**config.mk**
```make
export PLATFORM = sky130hd
export DESIGN_NAME = adc_trigger_align_mode_control
export DESIGN_NICKNAME = d
export VERILOG_FILES = /design/src/hw/adc_trigger_align_mode_control.v
export VERILOG_INCLUDE_DIRS = /design/src /design/src/common
export SDC_FILE = /design/constraint.sdc
export NUM_CORES = 1
export LEC_CHECK = 0
export BUFFER_PORTS_ARGS = -buffer_cell sky130_fd_sc_hd__buf_4
export CAP_MARGIN = 20
export CORE_MARGIN = 5
export CORE_UTILIZATION = 45
export CTS_BUF_LIST = sky130_fd_sc_hd__clkbuf_2 sky130_fd_sc_hd__clkbuf_4 sky130_fd_sc_hd__clkbuf_8
export DETAILED_ROUTE_END_ITERATION = 16
export HOLD_SLACK_MARGIN = 0.1
export SLEW_MARGIN = 15
export SYNTH_ARGS = -nofsm -noshare
export SYNTH_HDL_FRONTEND = slang
export SYNTH_SLANG_ARGS = --single-unit
```
**constraint.sdc**
```tcl
create_clock -name core_clk -period 13.45 [get_ports core_clk]
set_input_delay 2.0175 -clock core_clk [delete_from_list [all_inputs] [get_ports core_clk]]
set_output_delay 2.0175 -clock core_clk [all_outputs]
set_load 0.005 [all_outputs]
```
**src/common/adc_ctl_consts.vh**
```
`ifndef ADC_CTL_CONSTS_VH
`define ADC_CTL_CONSTS_VH
// register byte offsets
`define OFS_CONTROL_ONE 12'h000
`define OFS_CONTROL_TWO 12'h004
`define OFS_REGULAR_SEQ 12'h008
`define OFS_INJECTED_SEQ 12'h00c
`define OFS_STATUS 12'h010
`define OFS_REGULAR_RESULT 12'h014
`define OFS_INJECTED_RESULT0 12'h018
`define OFS_INJECTED_OFFSET0 12'h028
`define OFS_SAMPLE 12'h038
// control one fields
`define BIT_SCAN 8
`define BIT_AUTO_INJ 10
`define BIT_REG_DISC 11
`define BIT_INJ_DISC 12
// control two fields
`define BIT_POWER_ON 0
`define BIT_CONTINUOUS 1
`define BIT_ALIGN_LEFT 11
`define POS_INJ_SEL 12
`define BIT_INJ_EXT_EN 15
`define POS_REG_SEL 17
`define BIT_REG_EXT_EN 20
`define BIT_INJ_SW_START 21
`define BIT_REG_SW_START 22
// status fields
`define BIT_DONE 1
`define BIT_INJ_DONE 2
// trigger select codes
`define SEL_SOFTWARE 3'h7
// reset values
`define RESET_WORD 32'h0000_0000
// conversion time
`define CONV_CYCLES 14
`endif

```
**src/hw/adc_trigger_align_mode_control.v**
```verilog
`timescale 1ns/1ns
`include "adc_ctl_consts.vh"
module adc_trigger_align_mode_control
#(
    parameter CONV_CYCLES = `CONV_CYCLES
)
(
    // clock and reset
    input wire core_clk,
    input wire rst,
    // apb slave
    input wire psel,
    input wire penable,
    input wire pwrite,
    input wire [11:0] paddr,
    input wire [31:0] pwdata,
    output reg [31:0] prdata,
    output reg pready,
    output reg pslverr,
    // regular trigger sources
    input wire [7:0] regular_trigger_in,
    // injected trigger sources
    input wire [7:0] injected_trigger_in,
    // converter core
    input wire [11:0] conv_data,
    output reg [4:0] conv_channel,
    output reg conv_start,
    output reg regular_busy,
    output reg injected_busy
);
    // control registers
    reg [31:0] control_one;
    reg [31:0] control_two;
    reg [31:0] regular_seq;   // [3:0] length-1, 4-bit channels from bit 4 (7 entries)
    reg [31:0] injected_seq;  // [1:0] length-1, 5-bit channels from bit 2
    reg [1:0] status;
    reg [15:0] regular_result;
    reg [15:0] injected_result [0:3];
    reg [11:0] injected_offset [0:3];
    // trigger synchronisers
    reg [7:0] reg_meta;
    reg [7:0] reg_sync;
    reg [7:0] inj_meta;
    reg [7:0] inj_sync;
    reg reg_prev;
    reg inj_prev;
    reg regular_sw_start;
    reg injected_sw_start;
    // sequencer state
    reg [3:0] reg_index;
    reg [1:0] inj_index;
    reg reg_pending;
    reg inj_pending;
    reg converting;
    reg conv_injected;
    reg [4:0] conv_count;
    integer i;

    wire scan = control_one[`BIT_SCAN];
    wire auto_inj = control_one[`BIT_AUTO_INJ];
    wire continuous_conversion = control_two[`BIT_CONTINUOUS];
    wire power_on = control_two[`BIT_POWER_ON];
    wire align_left = control_two[`BIT_ALIGN_LEFT];
    wire [2:0] reg_sel = control_two[`POS_REG_SEL+2:`POS_REG_SEL];
    wire [2:0] inj_sel = control_two[`POS_INJ_SEL+2:`POS_INJ_SEL];
    wire [3:0] reg_len = scan ? regular_seq[3:0] : 4'h0;
    wire [1:0] inj_len = scan ? injected_seq[1:0] : 2'h0;

    // selected trigger level; code 7 is the software bit
    wire reg_level = (reg_sel == `SEL_SOFTWARE) ? regular_sw_start : reg_sync[reg_sel];
    wire inj_level = (inj_sel == `SEL_SOFTWARE) ? injected_sw_start : inj_sync[inj_sel];
    // rising edge only, gated by group enable
    wire reg_edge = reg_level & ~reg_prev & control_two[`BIT_REG_EXT_EN];
    wire inj_edge = inj_level & ~inj_prev & control_two[`BIT_INJ_EXT_EN];

    wire apb_write = psel & penable & pwrite;
    wire apb_read = psel & ~penable & ~pwrite;
    wire power_rewrite = apb_write && paddr == `OFS_CONTROL_TWO && power_on
        && pwdata[`BIT_POWER_ON];
    wire conv_done = converting && conv_count == 5'h00;

    // channel of a sequence entry
    function [4:0] reg_chan;
        input [31:0] seq;
        input [3:0] idx;
        begin
            reg_chan = {1'b0, seq[4 + idx*4 +: 4]};
        end
    endfunction

    // 16-bit alignment; injected carries the sign
    function [15:0] align;
        input left;
        input injected;
        input [12:0] value;
        begin
            if (!injected)
                align = left ? {value[11:0], 4'h0} : {4'h0, value[11:0]};
            else
                align = left ? {value[12], value[11:0], 3'h0}
                    : {{4{value[12]}}, value[11:0]};
        end
    endfunction

    wire [12:0] inj_diff = {1'b0, conv_data} - {1'b0, injected_offset[inj_index]};

    // trigger sampling: two flops before any logic
    always @(posedge core_clk or posedge rst)
    begin
        if (rst)
        begin
            reg_meta <= 8'h00;
            reg_sync <= 8'h00;
            inj_meta <= 8'h00;
            inj_sync <= 8'h00;
            reg_prev <= 1'b0;
            inj_prev <= 1'b0;
        end
        else
        begin
            reg_meta <= regular_trigger_in;
            reg_sync <= reg_meta;
            inj_meta <= injected_trigger_in;
            inj_sync <= inj_meta;
            reg_prev <= reg_level;
            inj_prev <= inj_level;
        end
    end

    // apb register access, status flags and sequencer
    always @(posedge core_clk or posedge rst)
    begin
        if (rst)
        begin
            control_one <= `RESET_WORD;
            control_two <= `RESET_WORD;
            regular_seq <= `RESET_WORD;
            injected_seq <= `RESET_WORD;
            status <= 2'h0;
            regular_result <= 16'h0000;
            for (i = 0; i < 4; i = i + 1)
            begin
                injected_result[i] <= 16'h0000;
                injected_offset[i] <= 12'h000;
            end
            regular_sw_start <= 1'b0;
            injected_sw_start <= 1'b0;
            prdata <= 32'h0000_0000;
            pready <= 1'b0;
            pslverr <= 1'b0;
            reg_index <= 4'h0;
            inj_index <= 2'h0;
            reg_pending <= 1'b0;
            inj_pending <= 1'b0;
            converting <= 1'b0;
            conv_injected <= 1'b0;
            conv_count <= 5'h00;
            conv_channel <= 5'h00;
            conv_start <= 1'b0;
            regular_busy <= 1'b0;
            injected_busy <= 1'b0;
        end
        else
        begin
            // bus: ready one cycle after setup, so access lasts one cycle
            pready <= psel & ~penable;
            pslverr <= 1'b0;
            conv_start <= 1'b0;
            if (apb_read)
            begin
                case (paddr)
                    `OFS_CONTROL_ONE: prdata <= control_one;
                    `OFS_CONTROL_TWO: prdata <= {control_two[31:23], regular_sw_start,
                        injected_sw_start, control_two[20:0]};
                    `OFS_REGULAR_SEQ: prdata <= regular_seq;
                    `OFS_INJECTED_SEQ: prdata <= injected_seq;
                    `OFS_STATUS: prdata <= {29'h0, status, 1'b0};
                    `OFS_REGULAR_RESULT: prdata <= {16'h0, regular_result};
                    default:
                    begin
                        if (paddr >= `OFS_INJECTED_RESULT0 && paddr < `OFS_INJECTED_OFFSET0)
                            prdata <= {16'h0, injected_result[paddr[3:2] + 2'h2]};
                        else if (paddr >= `OFS_INJECTED_OFFSET0 && paddr < `OFS_SAMPLE)
                            prdata <= {20'h0, injected_offset[paddr[3:2] + 2'h2]};
                        else
                            prdata <= 32'h0000_0000;
                    end
                endcase
            end
            if (apb_write)
            begin
                case (paddr)
                    `OFS_CONTROL_ONE: control_one <= pwdata;
                    `OFS_CONTROL_TWO: control_two <= pwdata;
                    `OFS_REGULAR_SEQ: regular_seq <= pwdata;
                    `OFS_INJECTED_SEQ: injected_seq <= pwdata;
                    default:
                    begin
                        if (paddr >= `OFS_INJECTED_OFFSET0 && paddr < `OFS_SAMPLE)
                            injected_offset[paddr[3:2] + 2'h2] <= pwdata[11:0];
                    end
                endcase
            end
            // software start bits set by write, cleared when taken
            if (apb_write && paddr == `OFS_CONTROL_TWO)
            begin
                regular_sw_start <= pwdata[`BIT_REG_SW_START];
                injected_sw_start <= pwdata[`BIT_INJ_SW_START];
            end
            else
            begin
                if (reg_edge)
                    regular_sw_start <= 1'b0;
                if (inj_edge)
                    injected_sw_start <= 1'b0;
            end
            // start requests: busy group ignores its own start
            if ((reg_edge || power_rewrite) && !regular_busy)
                reg_pending <= 1'b1;
            if (inj_edge && !injected_busy && !auto_inj)
                inj_pending <= 1'b1;
            // conversion timing
            if (converting)
                conv_count <= conv_count - 5'h01;
            if (!converting && power_on)
            begin
                // injected first: it may insert into a regular scan
                if (inj_pending)
                begin
                    inj_pending <= 1'b0;
                    injected_busy <= 1'b1;
                    inj_index <= 2'h0;
                    converting <= 1'b1;
                    conv_injected <= 1'b1;
                    conv_channel <= injected_seq[6:2];
                    conv_start <= 1'b1;
                    conv_count <= CONV_CYCLES[4:0] - 5'h01;
                end
                else if (injected_busy)
                begin
                    converting <= 1'b1;
                    conv_injected <= 1'b1;
                    conv_channel <= injected_seq[2 + inj_index*5 +: 5];
                    conv_start <= 1'b1;
                    conv_count <= CONV_CYCLES[4:0] - 5'h01;
                end
                else if (reg_pending || regular_busy)
                begin
                    if (reg_pending)
                        reg_index <= 4'h0;
                    reg_pending <= 1'b0;
                    regular_busy <= 1'b1;
                    converting <= 1'b1;
                    conv_injected <= 1'b0;
                    conv_channel <= reg_chan(regular_seq, reg_pending ? 4'h0 : reg_index);
                    conv_start <= 1'b1;
                    conv_count <= CONV_CYCLES[4:0] - 5'h01;
                end
            end
            // results and flags on completion
            if (conv_done)
            begin
                converting <= 1'b0;
                if (conv_injected)
                begin
                    injected_result[inj_index] <= align(align_left, 1'b1, inj_diff);
                    status <= 2'h3;
                    if (inj_index == inj_len)
                        injected_busy <= 1'b0;
                    else
                        inj_index <= inj_index + 2'h1;
                end
                else
                begin
                    regular_result <= align(align_left, 1'b0, {1'b0, conv_data});
                    status[0] <= 1'b1;
                    if (reg_index == reg_len)
                    begin
                        reg_index <= 4'h0;
                        if (scan && auto_inj)
                        begin
                            inj_pending <= 1'b1;
                            regular_busy <= continuous_conversion;
                        end
                        else
                            regular_busy <= continuous_conversion;
                    end
                    else
                        reg_index <= reg_index + 4'h1;
                end
            end
            // status clear by writing zero; a same-cycle set wins
            if (apb_write && paddr == `OFS_STATUS && !conv_done)
                status <= status & pwdata[2:1];
            // power off aborts everything
            if (!power_on)
            begin
                converting <= 1'b0;
                regular_busy <= 1'b0;
                injected_busy <= 1'b0;
                reg_pending <= 1'b0;
                inj_pending <= 1'b0;
            end
        end
    end
endmodule

```
==> reports/results.txt <==
The flow ran to the end, and the final reports show no timing, DRC or antenna violations. The final standard cell utilization of the core was 52.1%; the worst-case setup slack after placement was 8610 ps. The first-pass GRT wire length is 71100 um.

Setup violations remaining at the end of the flow were counted as 0. The logs give 11800 for the number of global-route vias before repair and 0 for the max-cap violation count. The total CTS buffers came out at 56. The critical path is of the in -> reg type. The area growth from synthesis to layout is 15.0%.

The post-detailed-route via-to-cell ratio works out to 5.77. For the number of slew-limit violations in the final report, the log shows 0. The run gives 0 as the number of instances resized during post-cts repair.

For this run, design rule violations remaining after detail routing come to 0. The number of buffers added on ports works out to 115. The period utilization works out to 31.1%.

The most numerous cell type found on the critical path is sky130_fd_sc_hd__buf_4. After synthesis, the mean cell area works out to 11.8 um2. Of the total synthesized cell area, the portion taken by full adders, half adders and majority gates is 1.57%.

The root buffer cell chosen for the clock tree is sky130_fd_sc_hd__clkbuf_8. The logs give 45600 um for the wire length reported by the detailed router and 239 MHz for the maximum clock rate. In this run the worst path has a maximum fanout of 30. The fraction of the mapped netlist area in compound gates came out at 9.61%.

Dividing total power by cell area gives a power density of 115 nW/um2. The number of nets at the end of the flow is 1604. STA puts the critical path data required time at 13940 ps. The synthesized design contains 344 register bits. The type of element capturing the critical path is a flop. Buffers added to address setup during post-CTS repair amount to 0.

Number of hold violations in the final report: 0. The finished layout holds 2014 standard cells, fillers aside. The mux share of post-synthesis cell area is 21.4%, and the final estimated routing congestion in global placement is 0.887. The first detailed-routing pass ran for 6 iterations. Counting every instance in the synthesized netlist gives 1394. After clock tree synthesis, the clock-pin slew on the worst setup and hold paths is 60 ps.

The share of the synthesized area in the top cell type works out to 52.3%. For this design, the CTS-stage hold fixing added 0 buffers. The vertical extent of the die works out to 201 um.

The tools report the type of origin of the critical path as an input port. Biggest cell delay along the critical path: 630 ps. The initial utilization of the core area, before any placement, comes to 45.3%. The worst min-delay path class is reg -> reg. The overall via count from detail_route was 11600.

After routing, the total negative slack on setup checks comes to 0 ps. On the final layout, the worst clock skew is 18.0 ps. For this run, the leading register cell type out of synthesis is sky130_fd_sc_hd__dfrtp_1. For this run, the number of Yosys warnings is 0.

The tools report the all-layer global routing usage as 22.6%. The worst slew margin relative to its limit came out at 25.4%. For this design the static power due to leakage is 8.68 nW. Summed over all nets, the half-perimeter wirelength after detailed placement is 31100 um.

The run gives 1 as the initial antenna violation count. Setup repair after global routing left no endpoint under its margin. After synthesis, the largest family of logic cells by area is multiplexers. The run gives 0 as the antenna diode count.

The transition time of the tightest slew-check pin came out at 1120 ps. In this run the count of I/O pins placed on the die edge is 119. The number of nets with antenna violations after detailed routing is 0. The number of placed instances, taps included is 1915. Summing the areas of all xor and xnor instances in the mapped netlist gives 0.851% of the synthesized area.

IR analysis of the VDD net gives a maximum drop of 119 uV. TritonCTS built the clock tree. The average wire per cell in the routed design was 22.6 um; the combined area of all synthesized cells was 16500 um2.

The first routing iteration left 874 violations. The slowest stage of the critical path is the sky130_fd_sc_hd__and2_1 cell. Synthesis produced a netlist with a net count of 1491. Setup slack closes at 9270 ps. Summing the areas of all and, or, nand and nor instances in the mapped netlist gives 10.8% of the synthesized area. The core region is 36300 um2.

For the worst setup path, the data arrival time is 4670 ps. The synthesized netlist contains 64 unique library cells. The pin count of the biggest net entering global routing was 115. The filler cells instantiated in the layout total 3242.

Of all flip-flops after synthesis, the portion carrying an async set or reset was 100%. For the sequential area share after synthesis, the log shows 52.3%. The number of synthesized flops with an enable pin was 0; the layout cell share with drive strength beyond 1 was 32.2%. Number of cell rows: 70. The clock drives 344 sinks. The clock tree synthesis step divided the H-tree into 2 levels. The die is 201 um wide. Walking the worst path, the cells encountered are buf_4 -> buf_4 -> nand2b_1 -> nor4_1 -> and2_1 -> buf_4 -> o21ai_0.

The logs give 3 for the number of buffers on the longest clock path and 650 ps for the clock insertion delay at the later pin of the skew report. The total overflow left after global routing is 0. After synthesis, the cell types taking the most area are sky130_fd_sc_hd__dfrtp_1 52%, sky130_fd_sc_hd__mux2_2 13%, sky130_fd_sc_hd__mux4_2 7.8%.

The die covers 40500 um2. The largest total area in the synthesized netlist belongs to sky130_fd_sc_hd__dfrtp_1. After layout, the minimum clock period comes to 4180 ps.
stage by stage:
stage	cell area, um2	hold slack [ps]	total power, W
after floorplan	16500	331	0.00116
after global placement	17700	332	0.00124
after detailed placement	17700	335	0.00124
after CTS	18900	342	0.00221
after global routing	18900	352	0.00227
final	18900	340	0.00218
path summary, 6_finish.rpt:
kind                              startpoint                  end  slack, ps  depth (start not counted)
worst max-delay path                paddr[3]      control_two[11]       9270                          7
worst min-delay path             inj_meta[6]          inj_sync[6]        340                          0
worst max register to register  inj_index[0]  injected_result[13]       9900                         10
worst min register to register   inj_meta[6]          inj_sync[6]        340                          0
max in group asynchronous                rst      control_one[28]      10440                          3
min in group asynchronous                rst   injected_offset[7]       1530                          2
cells in the final DEF (no fill, tap or decap), types with 22 or more instances in the layout:
master,netlist,routed
sky130_fd_sc_hd__clkbuf_8,0,75
sky130_fd_sc_hd__buf_4,14,138
sky130_fd_sc_hd__nor2_1,64,64
sky130_fd_sc_hd__inv_1,38,37
sky130_fd_sc_hd__o21ai_0,98,98
sky130_fd_sc_hd__mux4_2,57,57
sky130_fd_sc_hd__mux2_2,183,183
sky130_fd_sc_hd__nand2_1,229,229
sky130_fd_sc_hd__dfrtp_1,344,344
sky130_fd_sc_hd__a21oi_1,32,31
sky130_fd_sc_hd__a31oi_1,22,22
final cells by class:
type                       count  area [um2]  share of cell area [%]
timing repair buffer         140        1090                    5.77
sequential                   344        8610                    45.5
tap                          468         586                    3.09
inverter                      39         154                   0.813
multi-input combinational    926        7290                    38.5
clock buffer                  89        1140                    6.01
clock inverter                 8        52.6                   0.278
flip-flops by register name, indices dropped and copies added, names as in the netlist, 2 cells and up:
register         count
reg_sync             7
control_one         32
inj_index            2
regular_result      16
conv_count           5
inj_meta             7
reg_meta             7
control_two         30
injected_result     64
reg_index            4
prdata              32
injected_offset     48
conv_channel         5
injected_seq        32
status               2
inj_sync             7
regular_seq         32
logic make-up after synthesis:
family | after synthesis
buffers and inverters | 124
muxes | 258
xor gates and xnor gates | 16
other | 1
adders and majority gates | 20
DFF | 344
AOI/OAI and AO/OA | 244
and+or+nand+nor | 387
where the power goes:
group          internal, W  switching (W)
sequential         0.00106      0.0000134
clock             0.000534       0.000418
combinational    0.0000655      0.0000871
critical path, delay by kind of cell:
family          cells  cell delay (ps)
simple gates        3             1390
buf+inv             3             1060
compound gates      1              140
synth_stat cells, types with 3 or more instances:
library cell,n
sky130_fd_sc_hd__and3_1,6
sky130_fd_sc_hd__xor2_1,6
sky130_fd_sc_hd__or2_2,4
sky130_fd_sc_hd__nor2b_1,9
sky130_fd_sc_hd__ha_1,19
sky130_fd_sc_hd__inv_1,38
sky130_fd_sc_hd__a222oi_1,21
sky130_fd_sc_hd__buf_4,14
sky130_fd_sc_hd__buf_6,3
sky130_fd_sc_hd__a21boi_0,3
sky130_fd_sc_hd__mux4_2,57
sky130_fd_sc_hd__a21oi_1,32
sky130_fd_sc_hd__buf_2,23
sky130_fd_sc_hd__o211ai_1,8
sky130_fd_sc_hd__nor4_4,3
sky130_fd_sc_hd__a21o_1,6
sky130_fd_sc_hd__nor3b_1,5
sky130_fd_sc_hd__nand4_1,4
sky130_fd_sc_hd__a221o_1,5
sky130_fd_sc_hd__a211oi_1,8
sky130_fd_sc_hd__mux2i_1,16
sky130_fd_sc_hd__mux2_2,183
sky130_fd_sc_hd__nor2_1,64
sky130_fd_sc_hd__nand3_1,19
sky130_fd_sc_hd__o21a_1,4
sky130_fd_sc_hd__dfrtp_1,344
sky130_fd_sc_hd__a31oi_1,22
sky130_fd_sc_hd__xnor2_1,10
sky130_fd_sc_hd__o21ai_0,98
sky130_fd_sc_hd__clkbuf_1,40
sky130_fd_sc_hd__buf_1,5
sky130_fd_sc_hd__nand2b_1,9
sky130_fd_sc_hd__o31ai_1,5
sky130_fd_sc_hd__o22ai_1,4
sky130_fd_sc_hd__a221oi_1,18
sky130_fd_sc_hd__nand2_1,229
sky130_fd_sc_hd__nor3_2,4
sky130_fd_sc_hd__nor3_1,13
layer usage:
layer	wire length, um	track usage, %	up-vias
met5	20	0	-
met1	20300	32.1	5935
met2	21300	35.2	365
met3	3050	5.40	59
li1	-	-	5268
met4	932	5.69	2
Power figures use the tool's default switching activity.
